## config.mk

```make
export PLATFORM = sky130hd
export DESIGN_NAME = tbas_sequencer
export DESIGN_NICKNAME = d
export VERILOG_FILES = /design/src/verilog/tbas_pkg.sv /design/src/verilog/tbas_key_filter.sv /design/src/verilog/tbas_blink_gen.sv /design/src/verilog/tbas_sequencer.sv
export SDC_FILE = /design/constraint.sdc
export NUM_CORES = 1
export LEC_CHECK = 0
export ABC_CLOCK_PERIOD_IN_PS = 11000
export BUFFER_PORTS_ARGS = -buffer_cell sky130_fd_sc_hd__clkbuf_2
export CAP_MARGIN = 40
export CORE_ASPECT_RATIO = 1.5
export CORE_MARGIN = 3
export CORE_UTILIZATION = 36
export CTS_CLUSTER_SIZE = 10
export DETAILED_ROUTE_END_ITERATION = 8
export SYNTH_ARGS = -nofsm -noshare
export SYNTH_HDL_FRONTEND = slang
export SYNTH_SLANG_ARGS = --single-unit
export TNS_END_PERCENT = 20
```

## constraint.sdc

```tcl
create_clock -name I_CLK_SYS -period 11 [get_ports I_CLK_SYS]
set_input_delay 1.1 -clock I_CLK_SYS [delete_from_list [all_inputs] [get_ports I_CLK_SYS]]
set_output_delay 1.1 -clock I_CLK_SYS [all_outputs]
set_load 0.005 [all_outputs]
```

## src/verilog/tbas_pkg.sv

```systemverilog
// Operation
// - key a 1.5 s stores position one
// - key b 1.5 s stores position two
// - key c 1.5 s stores position three
// - keys a+b 2.5 s clear all positions
// - keys b+c enter tuning, all LEDs on
// - tuning: 0.5 s press picks sequence 1-5
// - no start within 10 s leaves tuning
// - failure or abort erases captured positions
// - double-acting variant allows sequences 1, 2 only
// - sequence 1: capture, valve one, 10 s, return
// - sequence 2: mirror of sequence 1
// - sequence 3: sequence 1 then valve two pass
// - sequence 4: valves two, one, two in turn
// - sequence 5: like 3, intermediate third position
// - 15 s arrival timeout fails the sequence
// - confirmation flash 100 ms on/off, three times
// - untaught flashes fault colour 250 ms
package tbas_pkg;
  localparam int unsigned CLK_HZ          = 100_000_000;
  localparam int unsigned CYC_PER_MS      = CLK_HZ / 1000;
  localparam int unsigned T_DEBOUNCE_MS   = 10;
  localparam int unsigned T_TEACH_MS      = 1500;
  localparam int unsigned T_RESET_MS      = 2500;
  localparam int unsigned T_TUNE_KEY_MS   = 500;
  localparam int unsigned T_TUNE_IDLE_MS  = 10000;
  localparam int unsigned T_VALVE_WAIT_MS = 10000;
  localparam int unsigned T_ARRIVE_MS     = 15000;
  localparam int unsigned T_FAST_MS       = 100;
  localparam int unsigned T_SLOW_MS       = 250;
  localparam int unsigned DEBOUNCE_CYC_D  = T_DEBOUNCE_MS * CYC_PER_MS;
  localparam int unsigned TEACH_CYC_D     = T_TEACH_MS * CYC_PER_MS;
  localparam int unsigned RESET_CYC_D     = T_RESET_MS * CYC_PER_MS;
  localparam int unsigned TUNE_KEY_CYC_D  = T_TUNE_KEY_MS * CYC_PER_MS;
  localparam int unsigned TUNE_IDLE_CYC_D = T_TUNE_IDLE_MS * CYC_PER_MS;
  localparam int unsigned VALVE_CYC_D     = T_VALVE_WAIT_MS * CYC_PER_MS;
  localparam int unsigned ARRIVE_CYC_D    = T_ARRIVE_MS * CYC_PER_MS;
  localparam int unsigned FAST_CYC_D      = T_FAST_MS * CYC_PER_MS;
  localparam int unsigned SLOW_CYC_D      = T_SLOW_MS * CYC_PER_MS;
  localparam int unsigned KEY_COUNT       = 3;
  localparam int unsigned POS_COUNT       = 3;
  localparam int unsigned LED_COUNT       = 6;
  localparam int unsigned STROKE_W        = 8;
  localparam logic [2:0]  FLASH_LAST_PH   = 3'h5;
  localparam logic [7:0]  ARRIVE_TOL      = 8'h02;
  localparam logic [2:0]  KEY_NONE        = 3'h0;
  localparam logic [2:0]  KEY_A           = 3'h1;
  localparam logic [2:0]  KEY_B           = 3'h2;
  localparam logic [2:0]  KEY_AB          = 3'h3;
  localparam logic [2:0]  KEY_C           = 3'h4;
  localparam logic [2:0]  KEY_AC          = 3'h5;
  localparam logic [2:0]  KEY_BC          = 3'h6;
  localparam logic [5:0]  CHASE_FIRST     = 6'h01;

  typedef enum logic [2:0] {SEQ_NONE, SEQ_1, SEQ_2, SEQ_3, SEQ_4, SEQ_5, SEQ_6} tbas_seq_type;
  typedef enum logic [2:0] {
    ST_NORMAL, ST_TUNE, ST_WAIT_A, ST_WAIT_B, ST_ARRIVE_A, ST_WAIT_C, ST_ARRIVE_B
  } tbas_state_type;

  typedef struct packed {
    logic [2:0] fault;
    logic [2:0] pos;
  } tbas_led_type;

  typedef struct packed {
    logic two;
    logic one;
  } tbas_valve_type;
endpackage : tbas_pkg

```

## src/verilog/tbas_key_filter.sv

```systemverilog
`timescale 1ns/1ns
module tbas_key_filter import tbas_pkg::*; #(
  parameter int unsigned KEYS       = 4,
  parameter int unsigned STABLE_CYC = DEBOUNCE_CYC_D
) (
  // clock and reset
  input  wire logic            i_clk,
  input  wire logic            i_rst_b,
  // raw pins and filtered levels
  input  wire logic [KEYS-1:0] i_key_raw,
  output logic      [KEYS-1:0] o_key
);
  genvar g;
  generate
    for (g = 0; g < KEYS; g++) begin : g_key
      logic        meta_r;
      logic        sync_r;
      logic [31:0] cnt_r;
      always_ff @(posedge i_clk or negedge i_rst_b) begin
        if (!i_rst_b) begin
          meta_r <= 1'b0;
          sync_r <= 1'b0;
        end else begin
          meta_r <= i_key_raw[g];
          sync_r <= meta_r;
        end
      end
      // a level must hold a full window before it counts
      always_ff @(posedge i_clk or negedge i_rst_b) begin
        if (!i_rst_b) begin
          cnt_r    <= '0;
          o_key[g] <= 1'b0;
        end else if (sync_r == o_key[g]) begin
          cnt_r <= '0;
        end else if (cnt_r == 32'(STABLE_CYC - 1)) begin
          cnt_r    <= '0;
          o_key[g] <= sync_r;
        end else begin
          cnt_r <= cnt_r + 32'h1;
        end
      end
    end
  endgenerate
endmodule : tbas_key_filter

```

## src/verilog/tbas_blink_gen.sv

```systemverilog
`timescale 1ns/1ns
module tbas_blink_gen import tbas_pkg::*; #(
  parameter int unsigned SLOW_CYC = SLOW_CYC_D,
  parameter int unsigned STEP_CYC = FAST_CYC_D
) (
  // clock and reset
  input  wire logic                 i_clk,
  input  wire logic                 i_rst_b,
  // patterns
  output logic                      o_slow,
  output logic      [LED_COUNT-1:0] o_chase
);
  logic [31:0] slow_cnt_r;
  logic [31:0] step_cnt_r;

  always_ff @(posedge i_clk or negedge i_rst_b) begin
    if (!i_rst_b) begin
      slow_cnt_r <= '0;
      o_slow     <= 1'b1;
    end else if (slow_cnt_r == 32'(SLOW_CYC - 1)) begin
      slow_cnt_r <= '0;
      o_slow     <= ~o_slow;
    end else begin
      slow_cnt_r <= slow_cnt_r + 32'h1;
    end
  end

  always_ff @(posedge i_clk or negedge i_rst_b) begin
    if (!i_rst_b) begin
      step_cnt_r <= '0;
      o_chase    <= CHASE_FIRST;
    end else if (step_cnt_r == 32'(STEP_CYC - 1)) begin
      step_cnt_r <= '0;
      o_chase    <= {o_chase[LED_COUNT-2:0], o_chase[LED_COUNT-1]};
    end else begin
      step_cnt_r <= step_cnt_r + 32'h1;
    end
  end
endmodule : tbas_blink_gen

```

## src/verilog/tbas_sequencer.sv

```systemverilog
`timescale 1ns/1ns
module tbas_sequencer import tbas_pkg::*; #(
  parameter int unsigned DEBOUNCE_CYC  = DEBOUNCE_CYC_D,
  parameter int unsigned TEACH_CYC     = TEACH_CYC_D,
  parameter int unsigned RESET_CYC     = RESET_CYC_D,
  parameter int unsigned TUNE_KEY_CYC  = TUNE_KEY_CYC_D,
  parameter int unsigned TUNE_IDLE_CYC = TUNE_IDLE_CYC_D,
  parameter int unsigned VALVE_CYC     = VALVE_CYC_D,
  parameter int unsigned ARRIVE_CYC    = ARRIVE_CYC_D,
  parameter int unsigned FAST_CYC      = FAST_CYC_D,
  parameter int unsigned SLOW_CYC      = SLOW_CYC_D
) (
  // clock and reset
  input  wire logic                I_CLK_SYS,
  input  wire logic                I_RST_B,
  // operator pins
  input  wire logic [KEY_COUNT-1:0] I_TEACH_KEY,
  input  wire logic                I_DOUBLE_ACTING,
  // position measurement
  input  wire logic [STROKE_W-1:0] I_STROKE,
  input  wire logic                I_STROKE_VALID,
  // indicators and pilot valves
  output tbas_led_type             O_LED,
  output tbas_valve_type           O_VALVE,
  // taught positions
  output logic      [POS_COUNT-1:0] O_TAUGHT,
  output logic      [STROKE_W-1:0] O_POS_ONE,
  output logic      [STROKE_W-1:0] O_POS_TWO,
  output logic      [STROKE_W-1:0] O_POS_THREE
);
  logic [KEY_COUNT:0]      keys_all;
  logic [KEY_COUNT-1:0]    key, combo_r;
  logic [LED_COUNT-1:0]    chase;
  logic [31:0]             hold_r, thr, tmr_r, flash_tmr_r;
  logic                    dbl, slow_on, fired_r, fire, key_new, tmr_clr, fail, clr_all, running;
  logic                    tgt_two_r, tgt_two_nxt, arrived, flash_fault_r;
  tbas_state_type          st_r, st_nxt;
  tbas_seq_type            seq_r, seq_nxt, pick;
  logic [POS_COUNT-1:0]    cap, teach, store, captured_r, flash_pos_r;
  tbas_valve_type          valve_nxt;
  logic [STROKE_W-1:0]     tgt, diff;
  logic [STROKE_W-1:0]     pos_r [POS_COUNT];
  logic [2:0]              flash_ph_r;
  tbas_led_type            led_nxt;

  tbas_key_filter #(
    .KEYS       (KEY_COUNT + 1),
    .STABLE_CYC (DEBOUNCE_CYC)
  ) u_keys (
    .i_clk     (I_CLK_SYS),
    .i_rst_b   (I_RST_B),
    .i_key_raw ({I_DOUBLE_ACTING, I_TEACH_KEY}),
    .o_key     (keys_all)
  );
  assign key = keys_all[KEY_COUNT-1:0];
  assign dbl = keys_all[KEY_COUNT];

  tbas_blink_gen #(
    .SLOW_CYC (SLOW_CYC),
    .STEP_CYC (FAST_CYC)
  ) u_blink (
    .i_clk   (I_CLK_SYS),
    .i_rst_b (I_RST_B),
    .o_slow  (slow_on),
    .o_chase (chase)
  );

  // hold timing; a combo change restarts the count
  always_comb begin
    if (st_r == ST_TUNE || combo_r == KEY_BC) thr = 32'(TUNE_KEY_CYC);
    else if (combo_r == KEY_AB)               thr = 32'(RESET_CYC);
    else                                      thr = 32'(TEACH_CYC);
  end
  assign fire    = !fired_r && key == combo_r && key != KEY_NONE && hold_r == thr - 32'h1;
  assign key_new = |(key & ~combo_r);

  always_ff @(posedge I_CLK_SYS or negedge I_RST_B) begin
    if (!I_RST_B) begin
      combo_r <= KEY_NONE;
      hold_r  <= '0;
      fired_r <= 1'b0;
    end else begin
      combo_r <= key;
      if (key != combo_r || key == KEY_NONE) begin
        hold_r  <= '0;
        fired_r <= 1'b0;
      end else if (!fired_r) begin
        hold_r  <= hold_r + 32'h1;
        fired_r <= fire;
      end
    end
  end

  always_comb begin
    unique case (combo_r)
      KEY_A:   pick = SEQ_1;
      KEY_B:   pick = SEQ_2;
      KEY_C:   pick = SEQ_3;
      KEY_AB:  pick = SEQ_4;
      KEY_AC:  pick = SEQ_5;
      KEY_BC:  pick = SEQ_6;
      default: pick = SEQ_NONE;
    endcase
  end

  assign tgt     = tgt_two_r ? pos_r[1] : pos_r[0];
  assign diff    = (I_STROKE >= tgt) ? I_STROKE - tgt : tgt - I_STROKE;
  assign arrived = I_STROKE_VALID && diff <= ARRIVE_TOL;

  always_comb begin
    st_nxt      = st_r;
    seq_nxt     = seq_r;
    tmr_clr     = 1'b0;
    cap         = '0;
    fail        = 1'b0;
    valve_nxt   = O_VALVE;
    tgt_two_nxt = tgt_two_r;
    unique case (st_r)
      ST_NORMAL: begin
        if (fire && combo_r == KEY_BC) begin
          st_nxt  = ST_TUNE;
          tmr_clr = 1'b1;
        end
      end
      ST_TUNE: begin
        // spare sequence and, on double-acting units, 3-5 are ignored
        if (fire && pick != SEQ_NONE && pick != SEQ_6 && (!dbl || pick <= SEQ_2)) begin
          st_nxt  = ST_WAIT_A;
          seq_nxt = pick;
          tmr_clr = 1'b1;
          if (pick == SEQ_4) begin
            valve_nxt.two = 1'b1;
          end else begin
            valve_nxt.one = 1'b1;
            cap[pick == SEQ_2] = 1'b1;
          end
        end else if (tmr_r == 32'(TUNE_IDLE_CYC - 1)) begin
          st_nxt = ST_NORMAL;
        end
      end
      ST_WAIT_A: begin
        if (tmr_r == 32'(VALVE_CYC - 1)) begin
          tmr_clr = 1'b1;
          if (seq_r == SEQ_4) begin
            cap[0]    = 1'b1;
            valve_nxt = '{two: 1'b0, one: 1'b1};
            st_nxt    = ST_WAIT_B;
          end else begin
            cap[seq_r != SEQ_2] = 1'b1;
            valve_nxt.one       = 1'b0;
            tgt_two_nxt         = seq_r == SEQ_2;
            st_nxt              = ST_ARRIVE_A;
          end
        end
      end
      ST_WAIT_B: begin
        if (tmr_r == 32'(VALVE_CYC - 1)) begin
          tmr_clr     = 1'b1;
          cap[1]      = 1'b1;
          valve_nxt   = '{two: 1'b1, one: 1'b0};
          tgt_two_nxt = 1'b0;
          st_nxt      = ST_ARRIVE_B;
        end
      end
      ST_ARRIVE_A: begin
        if (arrived) begin
          tmr_clr = 1'b1;
          if (seq_r == SEQ_3 || seq_r == SEQ_5) begin
            valve_nxt.two = 1'b1;
            st_nxt        = ST_WAIT_C;
          end else begin
            st_nxt = ST_NORMAL;
          end
        end else if (tmr_r == 32'(ARRIVE_CYC - 1)) begin
          fail = 1'b1;
        end
      end
      ST_WAIT_C: begin
        if (tmr_r == 32'(VALVE_CYC - 1)) begin
          tmr_clr       = 1'b1;
          cap[2]        = 1'b1;
          valve_nxt.two = 1'b0;
          tgt_two_nxt   = 1'b0;
          st_nxt        = ST_ARRIVE_B;
        end
      end
      ST_ARRIVE_B: begin
        if (arrived) begin
          valve_nxt.two = 1'b0;
          st_nxt        = ST_NORMAL;
        end else if (tmr_r == 32'(ARRIVE_CYC - 1)) begin
          fail = 1'b1;
        end
      end
    endcase
    // a fresh key press aborts; a capture with no valid stroke also fails, except the start capture made in ST_TUNE
    if (running && (key_new || (cap != '0 && !I_STROKE_VALID))) fail = 1'b1;
    if (fail) begin
      st_nxt    = ST_NORMAL;
      valve_nxt = '{two: 1'b0, one: 1'b0};
    end
  end

  assign running = st_r != ST_NORMAL && st_r != ST_TUNE;
  always_ff @(posedge I_CLK_SYS or negedge I_RST_B) begin
    if (!I_RST_B) begin
      st_r      <= ST_NORMAL;
      seq_r     <= SEQ_NONE;
      tmr_r     <= '0;
      tgt_two_r <= 1'b0;
      O_VALVE   <= '{two: 1'b0, one: 1'b0};
    end else begin
      st_r      <= st_nxt;
      seq_r     <= seq_nxt;
      tmr_r     <= tmr_clr ? '0 : tmr_r + 32'h1;
      tgt_two_r <= tgt_two_nxt;
      O_VALVE   <= valve_nxt;
    end
  end

  // teaching from the keys only in normal operation
  assign teach[0] = st_r == ST_NORMAL && fire && combo_r == KEY_A;
  assign teach[1] = st_r == ST_NORMAL && fire && combo_r == KEY_B;
  assign teach[2] = st_r == ST_NORMAL && fire && combo_r == KEY_C;
  assign clr_all  = st_r == ST_NORMAL && fire && combo_r == KEY_AB;
  assign store    = (fail ? '0 : cap) | teach;

  genvar g;
  generate
    for (g = 0; g < POS_COUNT; g++) begin : g_pos
      always_ff @(posedge I_CLK_SYS or negedge I_RST_B) begin
        if (!I_RST_B) begin
          pos_r[g] <= '0;
        end else if (store[g] && I_STROKE_VALID) begin
          pos_r[g] <= I_STROKE;
        end
      end
    end
  endgenerate
  assign O_POS_ONE   = pos_r[0];
  assign O_POS_TWO   = pos_r[1];
  assign O_POS_THREE = pos_r[2];
  always_ff @(posedge I_CLK_SYS or negedge I_RST_B) begin
    if (!I_RST_B) begin
      O_TAUGHT   <= '0;
      captured_r <= '0;
    end else if (fail) begin
      O_TAUGHT   <= O_TAUGHT & ~(captured_r | cap);
      captured_r <= '0;
    end else if (clr_all) begin
      O_TAUGHT <= '0;
    end else begin
      O_TAUGHT   <= O_TAUGHT | (store & {POS_COUNT{I_STROKE_VALID}});
      captured_r <= (st_r == ST_TUNE) ? cap : captured_r | cap;
    end
  end

  // three-fold flash; an out-of-range target flashes the fault colour
  always_ff @(posedge I_CLK_SYS or negedge I_RST_B) begin
    if (!I_RST_B) begin
      flash_pos_r   <= '0;
      flash_fault_r <= 1'b0;
      flash_ph_r    <= '0;
      flash_tmr_r   <= '0;
    end else if (teach != '0) begin
      flash_pos_r   <= teach;
      flash_fault_r <= !I_STROKE_VALID;
      flash_ph_r    <= '0;
      flash_tmr_r   <= '0;
    end else if (flash_pos_r != '0) begin
      if (flash_tmr_r == 32'(FAST_CYC - 1)) begin
        flash_tmr_r <= '0;
        flash_ph_r  <= flash_ph_r + 3'h1;
        if (flash_ph_r == FLASH_LAST_PH) flash_pos_r <= '0;
      end else begin
        flash_tmr_r <= flash_tmr_r + 32'h1;
      end
    end
  end

  always_comb begin
    led_nxt = '{fault: 3'h0, pos: 3'h0};
    if (st_r == ST_TUNE) begin
      led_nxt = '{fault: 3'h7, pos: 3'h7};
    end else if (running) begin
      led_nxt = tbas_led_type'(chase);
    end else begin
      for (int k = 0; k < POS_COUNT; k++) begin
        if (flash_pos_r[k]) begin
          if (flash_fault_r) led_nxt.fault[k] = !flash_ph_r[0];
          else               led_nxt.pos[k]   = !flash_ph_r[0];
        end else if (O_TAUGHT[k]) begin
          led_nxt.pos[k] = (k == POS_COUNT - 1) ? slow_on : 1'b1;
        end else begin
          led_nxt.fault[k] = slow_on;
        end
      end
    end
  end

  always_ff @(posedge I_CLK_SYS or negedge I_RST_B) begin
    if (!I_RST_B) O_LED <= '{fault: 3'h0, pos: 3'h0};
    else          O_LED <= led_nxt;
  end
endmodule : tbas_sequencer

```

# After elaboration in Yosys (flattened, before gate mapping)
# Index checks and enable logic that the tools add are counted.
# W data, S select, Z words.
[totals]
reg_bits = 363
inputBits = 15
output_inout_bits = 35
wordCells = 289
[op_classes]
add_sub_neg = 13
magnitude_cmp = 7
n_eq_ne = 56
n_mux = 101
bitwise = 13
reduce_logical = 59
[op_table]
columns = ["op", "count"]
rows = [
  ["$mux W32", 17],
  ["$add A32 B1 Y32 const B", 9],
  ["$eq A32 B20 Y1 const B", 4],
  ["$mux W3", 23],
  ["$eq A32 B24 Y1 const B", 2],
  ["$mux W1", 38],
  ["$ne A3 B3 Y1 const B", 12],
  ["$pmux W3 S6", 2],
  ["$eq A32 B25 Y1 const B", 1],
  ["$eq A32 B30 Y1 const B", 1],
  ["$eq A32 B31 Y1 const B", 1],
  ["$eq A32 B32 Y1", 1],
  ["$sub A32 B1 Y32 const B", 1],
  ["$eq A3 B3 Y1 const B", 10],
  ["$mux W27", 1],
  ["$eq A3 B2 Y1 const B", 7],
  ["$logic_and A1 B1 Y1", 21],
  ["$reduce_bool A3 Y1", 6],
  ["$mux W8", 2],
  ["$sub A8 B8 Y8", 2],
  ["$mux W2", 7],
  ["$mux W6", 2],
  ["$reduce_and A2 Y1", 6],
  ["$reduce_and A10 Y1", 1],
  ["36 further kinds", 72],
]

# Depth between registers and ports, before layout
[depth]
ltp_word = 22
ltp_mapped = 15

# Cells and area by module
# A second synthesis with hierarchy kept.
[unflattened]
hier_cells = 1942
area_unflattened_um2 = 19188.4
[modules_own_cells]
columns = ["mod", "n_inst", "cells_each", "area_per_inst_um2", "seq_area_each_um2"]
rows = [
  ["tbas_sequencer", 1, 929, 8933.6, 3803.6],
  ["tbas_key_filter", 1, 706, 6862.8, 3503.4],
  ["tbas_blink_gen", 1, 307, 3392.0, 1779.2],
]

# Worst setup path after synthesis
# OpenSTA, ideal clock, no wires.
[synth_timing]
path_kind = "input to register"
startpoint = "input port I_STROKE[0]"
endpoint = "register st_r[2]"
setup_ps = 77
arrival_time_ps = 3835
required_ps = 10923
slack_ps = 7088
stages = 12
n_path_buf = 0
path_cell_list = "inv_1 > ha_1 > fa_1 > nor2b_1 > o31ai_1 > a32oi_2 > mux2i_1 > xor2_1 > nor4bb_1 > a21oi_1 > or3_1 > a21oi_1"
[synth_between]
elab_chain_len = 9
[synth_lines]
columns = ["item", "line", "text"]
rows = [
  ["start: declaration", "tbas_sequencer.sv:20", "input wire logic [STROKE_W-1:0] I_STROKE,"],
  ["$sub A8 B8 Y8 / $ge A8 B8 Y1 (equally long branches)", "tbas_sequencer.sv:107", "assign diff = (I_STROKE >= tgt) ? I_STROKE - tgt : tgt - I_STROKE;"],
  ["$mux W8 (*)", "tbas_sequencer.sv:107", ""],
  ["$le A8 B2 Y1 (*)", "tbas_sequencer.sv:108", "assign arrived = I_STROKE_VALID && diff <= ARRIVE_TOL;"],
  ["$logic_and A1 B1 Y1 (*)", "tbas_sequencer.sv:108", ""],
  ["$mux W1", "tbas_sequencer.sv:166", "if (arrived) begin"],
  ["$mux W1", "-", ""],
  ["$mux W1", "tbas_sequencer.sv:197", "if (running && (key_new || (cap != '0 && !I_STROKE_VALID))) fail = 1'b1;"],
  ["$ne A4 B4 Y1 (no source line) (tied with other cells)", "-", ""],
  ["$reduce_and A6 Y1 (no source line)", "-", ""],
  ["end signal: assignment", "tbas_sequencer.sv:213", "st_r <= st_nxt;"],
  ["end: declaration", "tbas_sequencer.sv:37", "tbas_state_type st_r, st_nxt;"],
]
# Every way passes the cells marked *; elsewhere a longest branch is shown, timed or not.
# A chain may end at the register's enable or synchronous reset.

# Worst setup path after layout
[layout_timing]
startpoint = "register tgt_two_r"
endpoint = "register st_r[2]"
[layout_between]
elab_chain_len = 10
[layout_lines]
columns = ["item", "line", "text"]
rows = [
  ["start: declaration", "tbas_sequencer.sv:36", "logic tgt_two_r, tgt_two_nxt, arrived, flash_fault_r;"],
  ["start signal: assignment", "tbas_sequencer.sv:216", "tgt_two_r <= tgt_two_nxt;"],
  ["$mux W8 (*)", "tbas_sequencer.sv:106", "assign tgt = tgt_two_r ? pos_r[1] : pos_r[0];"],
  ["$sub A8 B8 Y8 / $ge A8 B8 Y1 (equally long branches)", "tbas_sequencer.sv:107", ""],
  ["$mux W8 (*)", "tbas_sequencer.sv:107", ""],
  ["$le A8 B2 Y1 (*)", "tbas_sequencer.sv:108", ""],
  ["$logic_and A1 B1 Y1 (*)", "tbas_sequencer.sv:108", ""],
  ["$mux W1", "tbas_sequencer.sv:166", ""],
  ["$mux W1", "-", ""],
  ["$mux W1", "tbas_sequencer.sv:197", ""],
  ["$ne A4 B4 Y1 (no source line) (tied with other cells)", "-", ""],
  ["$reduce_and A6 Y1 (no source line)", "-", ""],
]
# Marked as above.

==> results_dict.tcl <==
set metrics [dict create \
    setup_tns_ns 0 \
    rows 101 \
    drc 0 \
    yosysTopAreaCell "dfrtp_1" \
    ant_nets 0 \
    netlist_instances 1925 \
    crit_family "simple AND/OR/NAND/NOR gates" \
    rr_worst_depth 13 \
    die-height_um 283 \
    yosysSeqAreaShare 0.492 \
    drive_above_1_share 0.0838 \
    placedCellCount 2605 \
    syn_area_um2 18500 \
    crit_slowest_cell "dfrtp_1" \
    maxSlewViolCount 0 \
    cts_sinks 363 \
    synth_edf_count 0 \
    overflow 0 \
    clock_path_buffers 3 \
    yosysWarnings 0 \
    path_cells "mux2i_1, inv_1, ha_1, fa_1, nor2b_1, o31ai_1, a32oi_2, mux2i_1, xor2_1, nor4bb_1, a21oi_1, or3_1, a21oi_1" \
    syn_to_final_growth_pct 11.6 \
    critPathCaptureType "register" \
    p_leak_uw 0.00899 \
    skew_ns 0.0209 \
    power_density_nw_per_um2 139 \
    ir_drop_v 0.0000938 \
    post_cts_resized 0 \
    yosysTopAreaCellShare 0.489 \
    antenna_found_initial 0 \
    hold_buffers 0 \
    critPathArrivalTime_ns 4.74 \
    avgSynthCellArea_um2 9.59 \
    cts_tree "yes" \
    gp_congestion 0.841 \
    htreeDepth 2 \
    cp.required_ns 11.48 \
    clkTransAtPathRegs_ns 0.06 \
    grt_max_degree 166 \
    root_buffer "clkbuf_16" \
    nets 2027 \
    io_pins 50 \
    total_power_uw 2870 \
    die_area_um2 54100 \
    dr.pass1.iters 4 \
    startpoint_type "register" \
    final_cell_mix "dfrtp_1, nor2_1, nand2_1" \
    fin_crit_ns 4.26 \
    rsz0062_at_grt "no" \
    portBuffers 49 \
    worst_pin_slew_ns 0.950 \
    final_common_cell "dfrtp_1" \
    outcome "finished clean" \
    synth_ff_type "dfrtp_1" \
    initial_core_util 0.364 \
    insertion_delay_ns 0.55 \
    grt_pass1_vias 13900 \
    ys_ff_latch 363 \
    dp_hpwl_mm 27.1 \
    synthTopCellsByArea "dfrtp_1, xor2_1, nor2_1" \
    final_cell_count_no_fill 2661 \
    drt_iter0_drc 682 \
    vias 13700 \
    finalCritPeriodShare 0.387 \
    hold_viol 0 \
    critPathKind "reg -> reg" \
    max_clock_freq_ghz 0.235 \
    cts_setup_buffers 0 \
    postSynth.asyncResetShare 1.00 \
    viasPerCell 5.14 \
    cp.depth 13 \
    core-area_um2 50700 \
    path_buf_inv 1 \
    grt_usage 0.145 \
    maxCapViolCount 0 \
    die_w_um 191 \
    setup_viol 0 \
    synth_nets 1971 \
    crit_fanout 9 \
    hold_ws_ns 0.339 \
    hold_depth 0 \
    max-slew-margin-rel 0.367 \
    routedWlPerCell_um 14.7 \
    wirelength_mm 39.1 \
    grt_pass1_wl_mm 67.1 \
    n_antenna_cell 0 \
    fill_cells 4896 \
    cts_made_buffers 42 \
    max_stage_delay_ns 0.68 \
    hold_path.class "reg -> reg" \
    ys_types 79 \
]
-- final timing paths --
check | slack (ns) | to | start
hold reg to reg | 0.34 | u_keys.g_key[1].sync_r | u_keys.g_key[1].meta_r
hold / removal | 0.34 | u_keys.g_key[1].sync_r | u_keys.g_key[1].meta_r
max in group asynchronous | 8.91 | u_keys.g_key[1].cnt_r[23] | I_RST_B
setup / recovery | 6.74 | st_r[2] | tgt_two_r
min in group asynchronous | 0.63 | flash_tmr_r[12] | I_RST_B
setup reg to reg | 6.74 | st_r[2] | tgt_two_r
-- sequential cells by signal (all words and copies together) (netlist names), 2 cells and up --
register / cells
O_LED: 6
O_POS_ONE: 8
O_POS_THREE: 8
O_POS_TWO: 8
O_TAUGHT: 3
O_VALVE: 2
captured_r: 3
combo_r: 3
flash_ph_r: 3
flash_pos_r: 3
flash_tmr_r: 32
hold_r: 32
seq_r: 3
st_r: 3
tmr_r: 32
u_blink.o_chase: 6
u_blink.slow_cnt_r: 32
u_blink.step_cnt_r: 32
u_keys.g_key.cnt_r: 128
u_keys.g_key.meta_r: 4
u_keys.g_key.sync_r: 4
u_keys.o_key: 4
-- per-stage QoR --
stage | setup WS (ns) | util | area [um^2]
floorplan | 7.09 | - | 18500
global placement | 6.15 | 0.383 | 19400
detailed placement | 6.49 | 0.384 | 19500
CTS | 6.74 | 0.407 | 20600
global route | 6.34 | 0.407 | 20600
finish | 6.74 | 0.407 | 20600
-- cells by family after synthesis --
| logic type | count (synthesis) | share of synthesized area |
|---|---|---|
| compound gates | 193 | 0.0670 |
| xor+xnor | 256 | 0.121 |
| fa+ha+maj | 31 | 0.0218 |
| buf+inv | 102 | 0.0224 |
| flops | 363 | 0.492 |
| mux | 47 | 0.0274 |
| simple gates | 933 | 0.248 |
-- power breakdown --
group / leakage, uW / switching [uW] / internal (uW)
Sequential: 0.00497 / 48.2 / 1370
Clock: 0.000554 / 526 / 694
Combinational: 0.00346 / 148 / 86.4
-- routing by layer --
metal,GRT usage,vias up,share of wire
met2,0.260,191,0.51
li1,-,6719,-
met3,0.0197,78,0.030
met1,0.179,6680,0.43
met5,0,-,0
met4,0.0459,0,0.027
-- synthesized netlist by cell type, drive strengths merged (41+ instances only) --
| library cell | number |
|---|---|
| nor2 | 318 |
| xor2 | 155 |
| nand4 | 46 |
| nor4 | 41 |
| nand2 | 174 |
| o21ai | 70 |
| a21oi | 54 |
| nand3 | 125 |
| inv | 53 |
| dfrtp | 361 |
| xnor2 | 101 |
| and3 | 46 |
-- area by class of cell --
class,count,area (um^2),area share
clock inverter,4,38.8,0.00188
inverter,53,199,0.00965
timing repair buffer,61,380,0.0185
tap,669,837,0.0406
clock buffer,51,1090,0.0531
sequential,363,9090,0.441
multi-input combinational,1460,8970,0.435
Power figures use the tool's default switching activity.
